**src/fault_status_pkg.sv**
```systemverilog
// constants for the fault status and power-good select register group
// assumes a 32-bit avalon-mm slave; one register per aligned word
package fault_status_pkg;

    // register indices; byte address is four times the index
    localparam logic [7:0] IDX_MISC_STATUS = 8'h74;
    localparam logic [7:0] IDX_MODERATE_ERROR = 8'h75;
    localparam logic [7:0] IDX_SEVERE_ERROR = 8'h76;
    localparam logic [7:0] IDX_READBACK_ERROR = 8'h77;
    localparam logic [7:0] IDX_PG_CONV_SELECT = 8'h78;
    localparam logic [7:0] IDX_PG_MISC_SELECT = 8'h7b;
    localparam logic [7:0] IDX_EVENT_STATUS = 8'h60;
    localparam logic [7:0] IDX_EVENT_MASK = 8'h61;

    // miscellaneous status fields
    localparam int THERMAL_WARNING_BIT = 3;
    localparam int SYNC_CLOCK_INVALID_BIT = 1;
    // moderate error field
    localparam int SEQ_SHUTDOWN_BIT = 0;
    // severe error fields
    localparam int SUPPLY_OVERVOLTAGE_BIT = 1;
    localparam int IMM_SHUTDOWN_BIT = 0;
    // pin readback fields
    localparam int SOC_RESET_READBACK_BIT = 3;
    localparam int RESET_OUT_READBACK_BIT = 2;
    localparam int INT_PIN_READBACK_BIT = 1;
    localparam int DRIVE_EN_READBACK_BIT = 0;

    // converter select field: width of one field and its codes
    localparam int CONV_SEL_W = 2;
    localparam logic [1:0] CONV_SEL_MASKED = 2'h0;
    localparam logic [1:0] CONV_SEL_VOLTAGE = 2'h1;

    // misc select fields
    localparam int PG_WINDOW_BIT = 7;
    localparam int PG_POLARITY_BIT = 6;
    localparam int PG_SEL_SOC_RESET_BIT = 5;
    localparam int PG_SEL_RESET_OUT_BIT = 4;
    localparam int PG_SEL_THERMAL_BIT = 3;
    localparam int PG_SEL_MON2_BIT = 2;
    localparam int PG_SEL_MON1_BIT = 1;
    localparam int PG_SEL_SUPPLY_BIT = 0;

    // event status bits
    localparam int EV_THERMAL_WARNING = 0;
    localparam int EV_SYNC_CLOCK = 1;
    localparam int EV_SEQ_SHUTDOWN = 2;
    localparam int EV_IMM_SHUTDOWN = 3;
    localparam int EV_OVERVOLTAGE = 4;
    localparam int EV_READBACK = 5;
    localparam int EV_POWER_LOST = 6;

    // reset values
    localparam logic [7:0] RESET_STATUS = 8'h00;
    localparam logic [7:0] RESET_SELECT = 8'h00;
    localparam logic [7:0] RESET_MASK = 8'h00;
    localparam logic [31:0] READ_ZERO = 32'h0000_0000;

endpackage : fault_status_pkg

```
**src/fault_status_regs.sv**
```systemverilog
// fault status flags, pin readback checks and power-good source selection
// assumes all monitor and pin inputs are synchronous to ref_clk and that
// an avalon-mm master with waitrequest reaches the registers
//
// How it works
// [RULE1] misc bit 3 shows thermal warning now
// [RULE2] misc bit 1 shows sync clock invalid
// [RULE3] moderate bit 0 shows sequenced thermal shutdown
// [RULE4] severe bit 1 shows analog supply overvoltage
// [RULE5] severe bit 0 shows immediate thermal shutdown
// [RULE6] readback bit 3: soc reset low-driven reads high
// [RULE7] readback bit 2: reset output low-driven reads high
// [RULE8] readback bit 1: interrupt pin low-driven reads high
// [RULE9] readback bit 0: drive enable sense differs
// [RULE10] four 2-bit converter select fields, rw
// [RULE11] 00 masked, 01 voltage, 1x voltage and limit
// [RULE12] selects reset to zero, loaded from nvm
// [RULE13] window bit adds overvoltage check when set
// [RULE14] polarity bit inverts power-good output level
// [RULE15] flags live, reserved zero, status writes ignored
// [RULE16] power-good valid only when all selected ok
`timescale 1ns/1ns

module fault_status_regs #(
    parameter int ADDR_W = 10,
    parameter int NUM_CONV = 4
) (
    // clock and reset
    input wire logic ref_clk,
    input wire logic rst_n,
    // avalon-mm slave
    input wire logic [ADDR_W-1:0] address,
    input wire logic read,
    input wire logic write,
    input wire logic [31:0] writedata,
    input wire logic [3:0] byteenable,
    output logic [31:0] readdata,
    output logic waitrequest,
    // monitor levels
    input wire logic thermalWarning,
    input wire logic thermalSeqShutdown,
    input wire logic thermalImmShutdown,
    input wire logic syncClockInvalid,
    input wire logic analogSupplyOver,
    input wire logic analogSupplyUnder,
    input wire logic [1:0] monitorOver,
    input wire logic [1:0] monitorUnder,
    // converter monitors
    input wire logic [NUM_CONV-1:0] convOver,
    input wire logic [NUM_CONV-1:0] convUnder,
    input wire logic [NUM_CONV-1:0] convCurrentLimit,
    // output pins: driven state and sensed level
    input wire logic socResetDriveLow,
    input wire logic socResetSense,
    input wire logic resetOutDriveLow,
    input wire logic resetOutSense,
    input wire logic intPinDriveLow,
    input wire logic intPinSense,
    input wire logic driveEnableDriven,
    input wire logic driveEnableSense,
    // nonvolatile defaults, loaded on a one-cycle strobe
    input wire logic nvmLoad,
    input wire logic [7:0] nvmConvSelect,
    input wire logic [7:0] nvmMiscSelect,
    // results
    output logic powerGood,
    output logic irq
);

    initial begin
        if (ADDR_W < 10 || ADDR_W > 32) begin
            $error("ADDR_W must lie between 10 and 32");
        end
        if (NUM_CONV != 4) begin
            $error("NUM_CONV must be 4: one select register holds four");
        end
    end

    ////////////////////////////////////////////////////////////////////////
    // registers

    logic [7:0] miscStatus_ff;
    logic [7:0] moderateStatus_ff;
    logic [7:0] severeStatus_ff;
    logic [7:0] readbackStatus_ff;
    logic [7:0] convSelect_ff;
    logic [7:0] miscSelect_ff;
    logic [7:0] eventStatus_ff;
    logic [7:0] eventMask_ff;
    logic [7:0] prevFlags_ff;
    logic [31:0] readData_ff;
    logic waitRequest_ff;
    logic powerGood_ff;
    logic irq_ff;

    ////////////////////////////////////////////////////////////////////////
    // live status words; reserved bits tie to zero

    logic [7:0] nxt_miscStatus;
    logic [7:0] nxt_moderateStatus;
    logic [7:0] nxt_severeStatus;
    logic [7:0] nxt_readbackStatus;

    always_comb begin
        nxt_miscStatus = fault_status_pkg::RESET_STATUS;
        nxt_moderateStatus = fault_status_pkg::RESET_STATUS;
        nxt_severeStatus = fault_status_pkg::RESET_STATUS;
        nxt_readbackStatus = fault_status_pkg::RESET_STATUS;
        nxt_miscStatus[fault_status_pkg::THERMAL_WARNING_BIT] =
            thermalWarning; // [RULE1]
        nxt_miscStatus[fault_status_pkg::SYNC_CLOCK_INVALID_BIT] =
            syncClockInvalid; // [RULE2]
        nxt_moderateStatus[fault_status_pkg::SEQ_SHUTDOWN_BIT] =
            thermalSeqShutdown; // [RULE3]
        nxt_severeStatus[fault_status_pkg::SUPPLY_OVERVOLTAGE_BIT] =
            analogSupplyOver; // [RULE4]
        nxt_severeStatus[fault_status_pkg::IMM_SHUTDOWN_BIT] =
            thermalImmShutdown; // [RULE5]
        nxt_readbackStatus[fault_status_pkg::SOC_RESET_READBACK_BIT] =
            socResetDriveLow & socResetSense; // [RULE6]
        nxt_readbackStatus[fault_status_pkg::RESET_OUT_READBACK_BIT] =
            resetOutDriveLow & resetOutSense; // [RULE7]
        nxt_readbackStatus[fault_status_pkg::INT_PIN_READBACK_BIT] =
            intPinDriveLow & intPinSense; // [RULE8]
        nxt_readbackStatus[fault_status_pkg::DRIVE_EN_READBACK_BIT] =
            driveEnableDriven ^ driveEnableSense; // [RULE9]
    end

    // flags follow the present condition with one cycle of registering
    always_ff @(posedge ref_clk) begin
        if (!rst_n) begin
            miscStatus_ff <= fault_status_pkg::RESET_STATUS;
            moderateStatus_ff <= fault_status_pkg::RESET_STATUS;
            severeStatus_ff <= fault_status_pkg::RESET_STATUS;
            readbackStatus_ff <= fault_status_pkg::RESET_STATUS;
        end else begin
            miscStatus_ff <= nxt_miscStatus; // [RULE15]
            moderateStatus_ff <= nxt_moderateStatus; // [RULE15]
            severeStatus_ff <= nxt_severeStatus; // [RULE15]
            readbackStatus_ff <= nxt_readbackStatus; // [RULE15]
        end
    end

    ////////////////////////////////////////////////////////////////////////
    // bus decode: one wait cycle, then the answer for exactly one cycle

    wire [7:0] regIndex = address[9:2];
    wire busRequest = read | write;
    wire accept = busRequest & waitRequest_ff;
    wire writeNow = write & ~waitRequest_ff;
    wire lowLane = byteenable[0];
    wire hitConvSel = regIndex == fault_status_pkg::IDX_PG_CONV_SELECT;
    wire hitMiscSel = regIndex == fault_status_pkg::IDX_PG_MISC_SELECT;
    wire hitEvStatus = regIndex == fault_status_pkg::IDX_EVENT_STATUS;
    wire hitEvMask = regIndex == fault_status_pkg::IDX_EVENT_MASK;
    wire upperZero = (ADDR_W == 10) ? 1'b1 : (address >> 10) == '0;
    wire wrConvSel = writeNow & lowLane & upperZero & hitConvSel;
    wire wrMiscSel = writeNow & lowLane & upperZero & hitMiscSel;
    wire wrEvStatus = writeNow & lowLane & upperZero & hitEvStatus;
    wire wrEvMask = writeNow & lowLane & upperZero & hitEvMask;
    wire [7:0] wrByte = writedata[7:0];

    logic [7:0] readByte;

    // unmapped indices read zero; status registers ignore writes
    always_comb begin
        readByte = fault_status_pkg::RESET_STATUS;
        if (upperZero) begin
            unique case (regIndex)
                fault_status_pkg::IDX_MISC_STATUS:
                    readByte = miscStatus_ff;
                fault_status_pkg::IDX_MODERATE_ERROR:
                    readByte = moderateStatus_ff;
                fault_status_pkg::IDX_SEVERE_ERROR:
                    readByte = severeStatus_ff;
                fault_status_pkg::IDX_READBACK_ERROR:
                    readByte = readbackStatus_ff;
                fault_status_pkg::IDX_PG_CONV_SELECT:
                    readByte = convSelect_ff;
                fault_status_pkg::IDX_PG_MISC_SELECT:
                    readByte = miscSelect_ff;
                fault_status_pkg::IDX_EVENT_STATUS:
                    readByte = eventStatus_ff;
                fault_status_pkg::IDX_EVENT_MASK:
                    readByte = eventMask_ff;
                default:
                    readByte = fault_status_pkg::RESET_STATUS;
            endcase
        end
    end

    always_ff @(posedge ref_clk) begin
        if (!rst_n) begin
            waitRequest_ff <= 1'b1;
            readData_ff <= fault_status_pkg::READ_ZERO;
        end else begin
            waitRequest_ff <= ~accept;
            if (accept && read) begin
                readData_ff <= {24'h000000, readByte};
            end
        end
    end

    ////////////////////////////////////////////////////////////////////////
    // select registers: zero at reset, nvm defaults on load strobe

    always_ff @(posedge ref_clk) begin
        if (!rst_n) begin
            convSelect_ff <= fault_status_pkg::RESET_SELECT; // [RULE12]
            miscSelect_ff <= fault_status_pkg::RESET_SELECT; // [RULE12]
            eventMask_ff <= fault_status_pkg::RESET_MASK;
        end else begin
            if (wrConvSel) begin
                convSelect_ff <= wrByte; // [RULE10]
            end else if (nvmLoad) begin
                convSelect_ff <= nvmConvSelect; // [RULE12]
            end
            if (wrMiscSel) begin
                miscSelect_ff <= wrByte;
            end else if (nvmLoad) begin
                miscSelect_ff <= nvmMiscSelect; // [RULE12]
            end
            if (wrEvMask) begin
                eventMask_ff <= wrByte;
            end
        end
    end

    ////////////////////////////////////////////////////////////////////////
    // power-good evaluation

    wire windowMode = miscSelect_ff[fault_status_pkg::PG_WINDOW_BIT];
    wire invertPg = miscSelect_ff[fault_status_pkg::PG_POLARITY_BIT];
    logic [NUM_CONV-1:0] convOk;

    genvar gi;
    generate
        for (gi = 0; gi < NUM_CONV; gi++) begin : g_conv
            wire [1:0] sel = convSelect_ff[gi*2 +: 2]; // [RULE10]
            // overvoltage counts only in window mode
            wire voltOk = ~convUnder[gi] &
                ~(windowMode & convOver[gi]); // [RULE13]
            wire limitUsed = sel[1]; // [RULE11]
            assign convOk[gi] =
                (sel == fault_status_pkg::CONV_SEL_MASKED) |
                (voltOk & ~(limitUsed & convCurrentLimit[gi])); // [RULE11]
        end
    endgenerate

    wire supplyOk = ~analogSupplyUnder &
        ~(windowMode & analogSupplyOver); // [RULE13]
    wire mon1Ok = ~monitorUnder[0] & ~(windowMode & monitorOver[0]);
    wire mon2Ok = ~monitorUnder[1] & ~(windowMode & monitorOver[1]);
    // the reset pins, when selected, make power-good invalid while sensed low
    wire miscOk =
        (~miscSelect_ff[fault_status_pkg::PG_SEL_SOC_RESET_BIT] |
            socResetSense) &
        (~miscSelect_ff[fault_status_pkg::PG_SEL_RESET_OUT_BIT] |
            resetOutSense) &
        (~miscSelect_ff[fault_status_pkg::PG_SEL_THERMAL_BIT] |
            ~thermalWarning) &
        (~miscSelect_ff[fault_status_pkg::PG_SEL_MON2_BIT] | mon2Ok) &
        (~miscSelect_ff[fault_status_pkg::PG_SEL_MON1_BIT] | mon1Ok) &
        (~miscSelect_ff[fault_status_pkg::PG_SEL_SUPPLY_BIT] | supplyOk);
    wire allValid = (&convOk) & miscOk; // [RULE16]

    always_ff @(posedge ref_clk) begin
        if (!rst_n) begin
            powerGood_ff <= 1'b0;
        end else begin
            powerGood_ff <= allValid ^ invertPg; // [RULE14]
        end
    end

    ////////////////////////////////////////////////////////////////////////
    // events: rising flags set sticky bits; write one clears, set wins

    logic [7:0] liveFlags;
    always_comb begin
        liveFlags = fault_status_pkg::RESET_STATUS;
        liveFlags[fault_status_pkg::EV_THERMAL_WARNING] = thermalWarning;
        liveFlags[fault_status_pkg::EV_SYNC_CLOCK] = syncClockInvalid;
        liveFlags[fault_status_pkg::EV_SEQ_SHUTDOWN] = thermalSeqShutdown;
        liveFlags[fault_status_pkg::EV_IMM_SHUTDOWN] = thermalImmShutdown;
        liveFlags[fault_status_pkg::EV_OVERVOLTAGE] = analogSupplyOver;
        liveFlags[fault_status_pkg::EV_READBACK] = |nxt_readbackStatus;
        liveFlags[fault_status_pkg::EV_POWER_LOST] = ~allValid;
    end

    wire [7:0] rising = liveFlags & ~prevFlags_ff;
    wire [7:0] clearBits = wrEvStatus ? wrByte : 8'h00;
    wire [7:0] nxt_eventStatus = (eventStatus_ff & ~clearBits) | rising;

    always_ff @(posedge ref_clk) begin
        if (!rst_n) begin
            prevFlags_ff <= fault_status_pkg::RESET_STATUS;
            eventStatus_ff <= fault_status_pkg::RESET_STATUS;
            irq_ff <= 1'b0;
        end else begin
            prevFlags_ff <= liveFlags;
            eventStatus_ff <= nxt_eventStatus;
            irq_ff <= |(nxt_eventStatus & eventMask_ff);
        end
    end

    assign readdata = readData_ff;
    assign waitrequest = waitRequest_ff;
    assign powerGood = powerGood_ff;
    assign irq = irq_ff;

endmodule : fault_status_regs

```
**config.mk**
```make
export PLATFORM = sky130hd
export DESIGN_NAME = fault_status_regs
export DESIGN_NICKNAME = d
export VERILOG_FILES = /design/src/fault_status_pkg.sv /design/src/fault_status_regs.sv
export SDC_FILE = /design/constraint.sdc
export NUM_CORES = 1
export LEC_CHECK = 0
export BUFFER_PORTS_ARGS = -buffer_cell sky130_fd_sc_hd__buf_4
export CAP_MARGIN = 5
export CORE_ASPECT_RATIO = 1.4
export CORE_UTILIZATION = 43
export CTS_CLUSTER_DIAMETER = 30
export CTS_CLUSTER_SIZE = 14
export DETAILED_ROUTE_END_ITERATION = 8
export PLACE_DENSITY = 0.74
export SLEW_MARGIN = 5
export SYNTH_ARGS = -nofsm -noshare
export SYNTH_HDL_FRONTEND = slang
export SYNTH_SLANG_ARGS = --single-unit
```
**constraint.sdc**
```tcl
create_clock -name ref_clk -period 2.1 [get_ports ref_clk]
set_input_delay 0.105 -clock ref_clk [delete_from_list [all_inputs] [get_ports ref_clk]]
set_output_delay 0.105 -clock ref_clk [all_outputs]
set_load 0.01 [all_outputs]
```
==> results by group, run 1 <==
Outcome
  – Status: finished with violations
  – Violated checks: DRC

Global route
  – Largest net degree at the start of global routing: 39
  – First-pass GRT wire length: between 10000 and 15000 um
  – GRT overflow: 0
  – Initial antenna violation count: 0
  – GRT Total Usage: a little over a fifth
  – Vias in the first global route: 2483

Timing
  – Hold Violations, Final: 0
  – Final setup vio count: 0
  – Slew HR: between 60 and 70%
  – Final setup TNS: 0 ns
  – Fin Clk Skew: about 0.0054 ns
  – Max-slew violations: 0
  – Final Critical Period: 1.91 ns
  – Hold_ws: between 0.004 and 0.005 ns
  – RSZ-0062 raised after global routing: false
  – Period utilization: 90.8%
  – Worst Tran Pin Value: 0.500 ns
  – FMAX: around 0.52 GHz

Drt
  – Via density: 5.49
  – Initial DRC Count: 188
  – Overall routed net length: around 7700 um
  – DRC Markers: 2
  – DRT Pass-1 Iters: 6
  – Via Count: 2652
  – WL/cell: 15.9 um
  – Detail Route Antenna Nets: 0

Die
  – Core Area: 6570 um2
  – Die W: 71.5 um
  – Starting Density: 44.3%
  – Rows: 35
  – Die Ht: between 90 and 100 um
  – Die area: 7100 um2
  – I/O pin cnt: around 130

Power
  – Net load switching power: 0.542 mW
  – Sw frac: 23.5%
  – Maximum vdd drop: 362 uV
  – Clk pwr share: 36.7%
  – Cell Int Power: between 1.5 and 2 mW
  – Comb power frac: roughly 15%
  – Leakage power: 1.71 nW
  – PwrDens: 632 nW/um2
  – Sequential Power Share: 48.1%

Logic synthesis
  – #FFs+latches synth: 54
  – Synth Flop Type: dfxtp_1
  – Post-synth EDFFs: 0
  – Gate Count Post-Synth: 330
  – Share of the synthesized area in the top cell type: between 30% and 40%
  – Asr flop ratio synth: 0%
  – Ys Warns: 0
  – Netlist Area Pre-Place: 2910 um2
  – Distinct cells, synth: 47
  – Yosys top cell by area: dfxtp_1
  – Sequential fraction of the synthesis area: 37.2%
  – Avg Inst Size Synth: roughly 8.8 um2
  – Synth area leaders: dfxtp_1 (37%), mux2i_1 (7.6%), buf_4 (6.5%)

CTS
  – CTS tree: done
  – Bufs on Longest Clock Path: 2
  – CTS clock-pin slew for the worst setup and hold paths: ~0.09 ns
  – Root buf cell: clkbuf_8
  – Clock Sinks: 54
  – Clk_lat worst skew: 0.30 ns
  – H-tree Lvls: 2
  – Number of buffers created by CTS: 5

Worst setup path
  – CP max FO: 3
  – Critical path class: input port to flop
  – Crit. End Element: flop
  – Arr. time, crit path: 2.11 ns
  – CP startpoint kind: input port
  – Worst Path Required: roughly 2.3 ns

Final layout
  – Final instance area: 3650 um2
  – Synth-to-layout area growth: 25.6%
  – Most frequent cells in the layout: buf_4 (88), dfxtp_1 (54), nand2_1 (38)
  – Commonest non-fill, non-tap cell in the layout: buf_4
  – Final nets: around 500
  – N_diodes: 0
  – Share of cells above drive strength 1: 25.7%
  – Final core occ: 55.6%

Min path
  – Hold Path Class: input port to flop

Placement
  – Post-DP HPWL: between 5000 and 6000 um
  – Post-DP Area: 3490 um2
  – Global placer's final weighted congestion: 0.861
  – IO buf count: 78

Flow run
  – Maxcap violations: 0
## stage by stage
stage | total power, mW | setup slack [ns] | std cells
3_5_place_dp | 1.48 | 0.0657 | 473
6_report | 2.31 | 0.192 | 483
4_1_cts | 2.32 | 0.211 | 483
2_1_floorplan | 1.34 | 0.275 | 353
5_1_grt | 2.39 | 0.143 | 483
3_3_place_gp | 1.47 | 0.106 | 473
## critical path, stage by stage
cell and delay, ns:
dlygate4sd3_1 0.53, buf_4 0.13, nor2b_1 0.14, o21ai_0 0.18
nor4bb_1 0.28, a31oi_1 0.13, a311o_1 0.33, a221o_1 0.28
## per-layer routing
metal  vias to the layer above  track usage [%]  routed length (um)
met5                         -                0                   0
met2                       103             39.1                3940
li1                       1294                -                   -
met4                         0             9.05                 249
met1                      1239             26.6                3080
met3                        16             2.53                 431
## final timing paths
check / from / endpoint / slack [ns] / cells past startpoint
hold / removal: syncClockInvalid / miscStatus_ff[1]$_SDFF_PN0_ / 0.005 / 2
setup / recovery: thermalSeqShutdown / irq$_SDFF_PN0_ / 0.19 / 8
setup reg to reg: waitrequest$_SDFF_PN1_ / irq$_SDFF_PN0_ / 0.25 / 5
hold reg to reg: readdata[1]$_SDFFE_PN0P_ / readdata[1]$_SDFFE_PN0P_ / 0.46 / 2
## flip-flops by register name (all words and copies together), names as in the netlist
signal and cells:
powerGood 1, miscSelect_ff 8, irq 1, eventMask_ff 8, eventStatus_ff 8, readbackStatus_ff 4
waitrequest 1, convSelect_ff 8, miscStatus_ff 1, prevFlags_ff 5, severeStatus_ff 1, readdata 8
## synth_stat cells, drive strengths merged (2+ instances only)
master and instances:
nor4bb 2, buf 27, a222oi 2, a22oi 9, inv 7, xor2 2, a32o 3, a21boi 6
clkbuf 15, mux2 4, dfxtp 54, o211ai 4, o211a 16, nor2b 22, nand3 7, o22ai 2
and2 10, nand2b 3, a21oi 17, mux2i 22, nand2 39, and3 5, a22o 9, o21ai 20
nor2 6
## power groups by stage
| stage | clock network, mW | registers, mW | logic (mW) |
|---|---|---|---|
| final | 0.846 | 1.11 | 0.352 |
| after global routing | 0.891 | 1.11 | 0.385 |
| after CTS | 0.862 | 1.11 | 0.352 |
| after detailed placement | 0 | 1.13 | 0.347 |
| after global placement | 0 | 1.13 | 0.342 |
| after floorplan | 0 | 1.12 | 0.218 |
## cell families after synthesis
kind of cell              Yosys count  share of synthesized area (%)
and+or+nand+nor                   102                           19.2
AOI/OAI and AO/OA                  96                           24.0
DFF                                54                           37.2
buffers and inverters              49                           9.81
muxes                              26                           9.12
xor gates and xnor gates            2                          0.603
other                               1                          0.129
## cell type report
type	instances	area [um2]
multi-input cells	250	1630
clock buffers	6	82.6
fillers	623	2920
clock inverters	2	60.1
well taps	74	92.6
flip-flops and latches	54	1080
repair buffers	90	681
inverters	7	26.3
## repair_timing
item	4_1_cts	5_1_grt
setup buffers	0	0
endpoints found under the hold margin	2	0
hold buffers	2	0
resized for setup	0	0
(Power assumes the default switching activity.)
==> run 2, diff against run 1 <==
- PLACE_DENSITY: 0.74 -> not set
- PLACE_DENSITY_LB_ADDON: not set -> 0.05
- REMOVE_ABC_BUFFERS: not set -> 1
==> run 2 against run 1 <==
Compared with the run above: the flow now finishes without violations; critical endpoint unchanged; worst setup slack improved by 0.010 ns; power decreased by 14%; largest cell class unchanged; fmax up 0.53%; combinational power fell by 3%; clock skew decreased by 0.0023 ns; core utilization shrank 1.2 points; critical path type is now flop to flop; count of clock-buffer cells in the layout grew 1.
==> results by group, run 2 (same netlist as run 1, synthesis figures left out) <==
Drt
  – Via density: 5.33 (was 5.49)
  – Initial DRC Count: 106 (was 188)
  – DRC Markers: 0 (was 2)
  – WL/cell: 15.7 um (was 15.9 um)
  – Via Count: 2566 (was 2652)
  – Overall routed net length: 7550 um (was 7700 um)
  – DRT Pass-1 Iters: 4 (was 6)
  – Detail Route Antenna Nets: 0 (unchanged)

Timing
  – Final setup TNS: 0 ns (unchanged)
  – Hold Violations, Final: 0 (unchanged)
  – Period utilization: 90.4% (was 90.8%)
  – Fin Clk Skew: 0.00317 ns (was 0.00544 ns)
  – Final setup vio count: 0 (unchanged)
  – Final Critical Period: 1.90 ns (was 1.91 ns)
  – FMAX: 0.527 GHz (was 0.524 GHz)
  – Max-slew violations: 0 (unchanged)
  – RSZ-0062 raised after global routing: false (unchanged)

Power
  – Comb power frac: 17.2% (was 15.2%)
  – Clk pwr share: 27.1% (was 36.7%)
  – Maximum vdd drop: 324 uV (was 362 uV)
  – Leakage power: 1.68 nW (was 1.71 nW)
  – Sw frac: 25.5% (was 23.5%)
  – PwrDens: 557 nW/um2 (was 632 nW/um2)
  – Net load switching power: 0.507 mW (was 0.542 mW)
  – Sequential Power Share: 55.7% (was 48.1%)
  – Cell Int Power: 1.48 mW (was 1.76 mW)

CTS
  – CTS resizes: 0 (unchanged)
  – Clk_lat worst skew: 0.29 ns (was 0.30 ns)
  – H-tree Lvls: 2 (unchanged)
  – Number of buffers created by CTS: 5 (unchanged)
  – Clock Sinks: 54 (unchanged)
  – CTS clock-pin slew for the worst setup and hold paths: 0.09 ns (about the same)
  – Bufs on Longest Clock Path: 2 (unchanged)
  – CTS tree: done (unchanged)
  – Root buf cell: clkbuf_8 (unchanged)
  – Post-CTS Hold Fix Bufs: 0 (was 2)
  – Post-CTS setup buffer count: 0 (unchanged)

Worst setup path
  – Crit-path cells: nor2b_1 -> o21ai_0 -> nor4bb_1 -> buf_4 -> a31oi_1 -> a311o_1 -> a221o_1 (was dlygate4sd3_1 -> buf_4 -> nor2b_1 -> o21ai_0 -> nor4bb_1 -> a31oi_1 -> a311o_1 -> a221o_1)
  – CP startpoint kind: flop (was input port)
  – CP max FO: 3 (unchanged)
  – Critical path class: flop to flop (was input port to flop)
  – Critical-path top delay cell: nor4bb_1 (was dlygate4sd3_1)
  – Crit. End Element: flop (unchanged)
  – Buf/Inv on CP: 1 (was 2)
  – Biggest cell delay along the critical path: 0.35 ns (was 0.53 ns)
  – Arr. time, crit path: 2.09 ns (was 2.11 ns)
  – Worst Path Required: 2.29 ns (was 2.30 ns)
  – Top Family by Delay on Critical Path: compound AO/OA/AOI/OAI gates (unchanged)

Die
  – Starting Density: 44.3% (unchanged)
  – Die W: 71.5 um (unchanged)
  – Die Ht: 99.3 um (unchanged)
  – Die area: 7100 um2 (unchanged)
  – Core Area: 6570 um2 (unchanged)
  – Rows: 35 (unchanged)
  – I/O pin cnt: 132 (unchanged)

Placement
  – Post-DP HPWL: 5760 um (was 5910 um)
  – Placed insts: 474 (was 473)
  – Post-DP Area: 3500 um2 (was 3490 um2)
  – Global placer's final weighted congestion: 0.784 (was 0.861)
  – IO buf count: 78 (unchanged)

Final layout
  – Share of cells above drive strength 1: 25.3% (was 25.7%)
  – N_diodes: 0 (unchanged)
  – Fill cells: 677 (was 623)
  – Most frequent cells in the layout: buf_4 (89), dfxtp_1 (54), nand2_1 (38) (was buf_4 (88), dfxtp_1 (54), nand2_1 (38))
  – Final instance area: 3570 um2 (was 3650 um2)
  – Commonest non-fill, non-tap cell in the layout: buf_4 (unchanged)
  – Non-filler cells, final: 481 (was 483)
  – Synth-to-layout area growth: 22.8% (was 25.6%)
  – Final nets: 504 (was 505)

Flow run
  – Maxcap violations: 0 (unchanged)

Global route
  – First-pass GRT wire length: 12000 um (about the same)
  – Initial antenna violation count: 0 (unchanged)
  – GRT overflow: 0 (unchanged)
  – Vias in the first global route: 2461 (was 2483)
  – Largest net degree at the start of global routing: 50 (was 39)
  – GRT Total Usage: 22.0% (about the same)

Min path
  – Hold Path Class: input port to flop (unchanged)

Outcome
  – Status: finished clean (was finished with violations)
-- run 2: cell count changes in the layout (fill, tap and decap cells not counted) --
cell / change
clkbuf_8: -1
buf_4: +1
clkbuf_1: +2
dlygate4sd3_1: -2
bufinv_16: -2
-- run 2: final timing paths --
check / from / to / slack (ns) / cells after the start
hold / removal: thermalImmShutdown / severeStatus_ff[0]$_SDFF_PN0_ / 0.02 / 2
hold reg to reg: eventStatus_ff[7]$_SDFF_PN0_ / eventStatus_ff[7]$_SDFF_PN0_ / 0.46 / 2
setup reg to reg: prevFlags_ff[0]$_SDFF_PN0_ / irq$_SDFF_PN0_ / 0.20 / 7
setup / recovery: prevFlags_ff[0]$_SDFF_PN0_ / irq$_SDFF_PN0_ / 0.20 / 7
-- run 2: through the flow --
stage          util, %  hold slack, ns  power (mW)  setup slack, ns
2_1_floorplan        -           0.192        1.28            0.226
5_1_grt           54.4         0.00347        2.10            0.107
4_1_cts           54.4          0.0110        2.01            0.199
3_3_place_gp      53.2           0.318        1.47            0.124
6_report          54.4          0.0191        1.99            0.202
3_5_place_dp      53.2           0.322        1.48            0.112
-- run 2: worst register-to-register path: stages, from the launching register on --
cell and delay, ns:
dfxtp_1 0.34, nor2b_1 0.06, o21ai_0 0.18, nor4bb_1 0.35
buf_4 0.18, a31oi_1 0.07, a311o_1 0.32, a221o_1 0.29
-- run 2: area by class of cell --
class	instances	area (um2)	share of cell area [%]
flip-flops and latches	54	1080	30.3
clock buffers	7	76.3	2.14
inverters	7	26.3	0.736
well taps	74	92.6	2.59
multi-input cells	250	1630	45.6
repair buffers	89	668	18.7
-- run 2: routing by layer --
layer / track usage [%] / vias up / share of wire, %
met2: 38.0 / 87 / 50
met5: 0 / - / 0
met3: 3.65 / 8 / 4.7
met1: 27.6 / 1184 / 44
li1: - / 1287 / -
met4: 7.39 / 0 / 1.4
-- run 2: power by group through the flow --
stage	clock [mW]	sequential, mW	combinational, mW
final	0.539	1.11	0.343
after global routing	0.605	1.11	0.379
after CTS	0.554	1.11	0.344
after detailed placement	0	1.13	0.343
after global placement	0	1.13	0.337
after floorplan	0	1.12	0.160
==> run 3, diff against run 2 <==
- CORE_UTILIZATION: 43 -> 47
==> run 3 against run 2 <==
Compared with the run above: flip-flop and latch count stayed put; final area rose by 0.14%; count of clock-buffer cells in the layout unchanged; die area decreased by 8.3%; non-clock buffer count decreased by 1; sequential share of layout area hardly changed; register-to-register slack got worse by 0.06 ns; clock power grew 12%; core utilization increased by 6.2 points; largest power group unchanged.
==> results by group, run 3 (same netlist as run 1, synthesis figures left out) <==
Global route
  – Vias in the first global route: 2390 (was 2461)
  – Initial antenna violation count: 0 (unchanged)
  – GRT overflow: 0 (unchanged)
  – GRT Total Usage: 23.7% (was 22.0%)
  – Largest net degree at the start of global routing: 50 (unchanged)
  – First-pass GRT wire length: 11200 um (was 12000 um)

Drt
  – Detail Route Antenna Nets: 0 (unchanged)
  – Initial DRC Count: 133 (was 106)
  – Metal3 WL: 450 um (was 356 um)
  – DRC Markers: 0 (unchanged)
  – DR top layer: met4 (unchanged)
  – Overall routed net length: 7340 um (was 7550 um)
  – DR WL met2: 3680 um (was 3740 um)
  – WL/cell: 15.4 um (was 15.7 um)
  – Via density: 5.39 (was 5.33)
  – Wl on met1: 3090 um (was 3350 um)
  – Via Count: 2573 (was 2566)
  – DRT Pass-1 Iters: 4 (unchanged)

Placement
  – IO buf count: 78 (unchanged)
  – Place WS: 0.103 ns (was 0.112 ns)
  – Global placer's final weighted congestion: 0.828 (was 0.784)
  – Post-DP HPWL: 5580 um (was 5760 um)

CTS
  – CTS clock-pin slew for the worst setup and hold paths: 0.09 ns (about the same)
  – Clock Sinks: 54 (unchanged)
  – Root buf cell: clkbuf_8 (unchanged)
  – H-tree Lvls: 2 (unchanged)
  – Number of buffers created by CTS: 5 (unchanged)
  – CTS resizes: 0 (unchanged)
  – CTS tree: done (unchanged)
  – Clk_lat worst skew: 0.31 ns (was 0.29 ns)
  – Bufs on Longest Clock Path: 2 (unchanged)

Die
  – Starting Density: 49.2% (was 44.3%)
  – Die area: 6510 um2 (was 7100 um2)
  – Die Ht: 95.1 um (was 99.3 um)
  – Die W: 68.5 um (was 71.5 um)
  – Core Area: 5900 um2 (was 6570 um2)
  – Rows: 33 (was 35)
  – I/O pin cnt: 132 (unchanged)

Worst setup path
  – CP startpoint kind: flop (unchanged)
  – Crit. End Element: flop (unchanged)
  – Critical path class: flop to flop (unchanged)
  – Arr. time, crit path: 2.16 ns (was 2.09 ns)
  – CP max FO: 3 (unchanged)
  – Worst Path Required: 2.30 ns (was 2.29 ns)

Final layout
  – Synth-to-layout area growth: 23.0% (was 22.8%)
  – Final nets: 503 (was 504)
  – Share of cells above drive strength 1: 25.3% (unchanged)
  – Commonest non-fill, non-tap cell in the layout: buf_4 (unchanged)
  – Final core occ: 60.6% (was 54.4%)
  – N_diodes: 0 (unchanged)
  – Most frequent cells in the layout: buf_4 (87), dfxtp_1 (54), nand2_1 (38) (was buf_4 (89), dfxtp_1 (54), nand2_1 (38))

Timing
  – Final Critical Period: 1.95 ns (was 1.90 ns)
  – Slew HR: 66.5%
  – Worst Tran Pin Value: 0.503 ns
  – PnR worst setup slack: 0.147 ns (was 0.202 ns)
  – FMAX: 0.512 GHz (was 0.527 GHz)
  – Fin Clk Skew: 0.00654 ns (was 0.00317 ns)
  – Hold_ws: 0.00300 ns (was 0.0191 ns)
  – Hold Violations, Final: 0 (unchanged)
  – Final setup vio count: 0 (unchanged)
  – Max-slew violations: 0 (unchanged)
  – RSZ-0062 raised after global routing: false (unchanged)
  – Period utilization: 93.0% (was 90.4%)
  – Final setup TNS: 0 ns (unchanged)

Min path
  – Hold Path Class: input port to flop (unchanged)

Flow run
  – Maxcap violations: 0 (unchanged)

Outcome
  – Status: finished clean (unchanged)

Power
  – Leakage power: 1.68 nW (about the same)
  – PwrDens: 574 nW/um2 (was 557 nW/um2)
  – Maximum vdd drop: 325 uV (was 324 uV)
==> run 3: changes by cell type in the layout (fill, tap and decap cells not counted), sizes merged <==
cell / delta
clkinv: +1
dlygate4sd3: +1
buf: -2
==> run 3: timing repair <==
| item | 4_1_cts | 5_1_grt |
|---|---|---|
| hold buffers | 1 | 0 |
| endpoints found under the hold margin | 1 | 0 |
| setup buffers | 0 | 0 |
==> run 3: worst max-delay path: stages, from the launching register on <==
cell and delay, ns:
dfxtp_1 0.36, nand2b_1 0.17, a21boi_0 0.11, nor4bb_1 0.43, a31oi_1 0.15, a311o_1 0.34, a221o_1 0.29
==> run 3: through the flow <==
step | std cells | area (um2) | power, mW
4_1_cts | 477 | 3580 | 2.06
2_1_floorplan | 311 | 2740 | 1.28
5_1_grt | 477 | 3580 | 2.14
3_5_place_dp | 468 | 3480 | 1.47
6_report | 477 | 3580 | 2.05
3_3_place_gp | 468 | 3480 | 1.47
==> run 3: layout make-up <==
cell class,instances,area (um2)
fill,581,2330
multi-input combinational,250,1630
sequential,54,1080
timing repair buffer,88,663
tap,70,87.6
clock buffer,7,86.3
inverter,7,26.3
clock inverter,1,5.00
==> run 3: layer usage <==
layer	vias up	global-route usage [%]
li1	1287	-
met1	1188	29.5
met2	87	40.4
met3	11	3.35
met4	0	8.33
met5	-	0
==> run 3: worst paths after layout <==
kind | start | endpoint | slack [ns] | cells after the start
hold reg to reg | eventStatus_ff[7]$_SDFF_PN0_ | eventStatus_ff[7]$_SDFF_PN0_ | 0.45 | 2
setup / recovery | severeStatus_ff[0]$_SDFF_PN0_ | irq$_SDFF_PN0_ | 0.15 | 6
hold / removal | read | waitrequest$_SDFF_PN1_ | 0.003 | 2
setup reg to reg | severeStatus_ff[0]$_SDFF_PN0_ | irq$_SDFF_PN0_ | 0.15 | 6
==> run 3: where the power goes <==
part | switching (mW) | internal, mW | total (mW)
registers | 0.0358 | 1.07 | 1.11
logic | 0.162 | 0.183 | 0.345
clock network | 0.334 | 0.267 | 0.601
total | 0.532 | 1.52 | 2.05
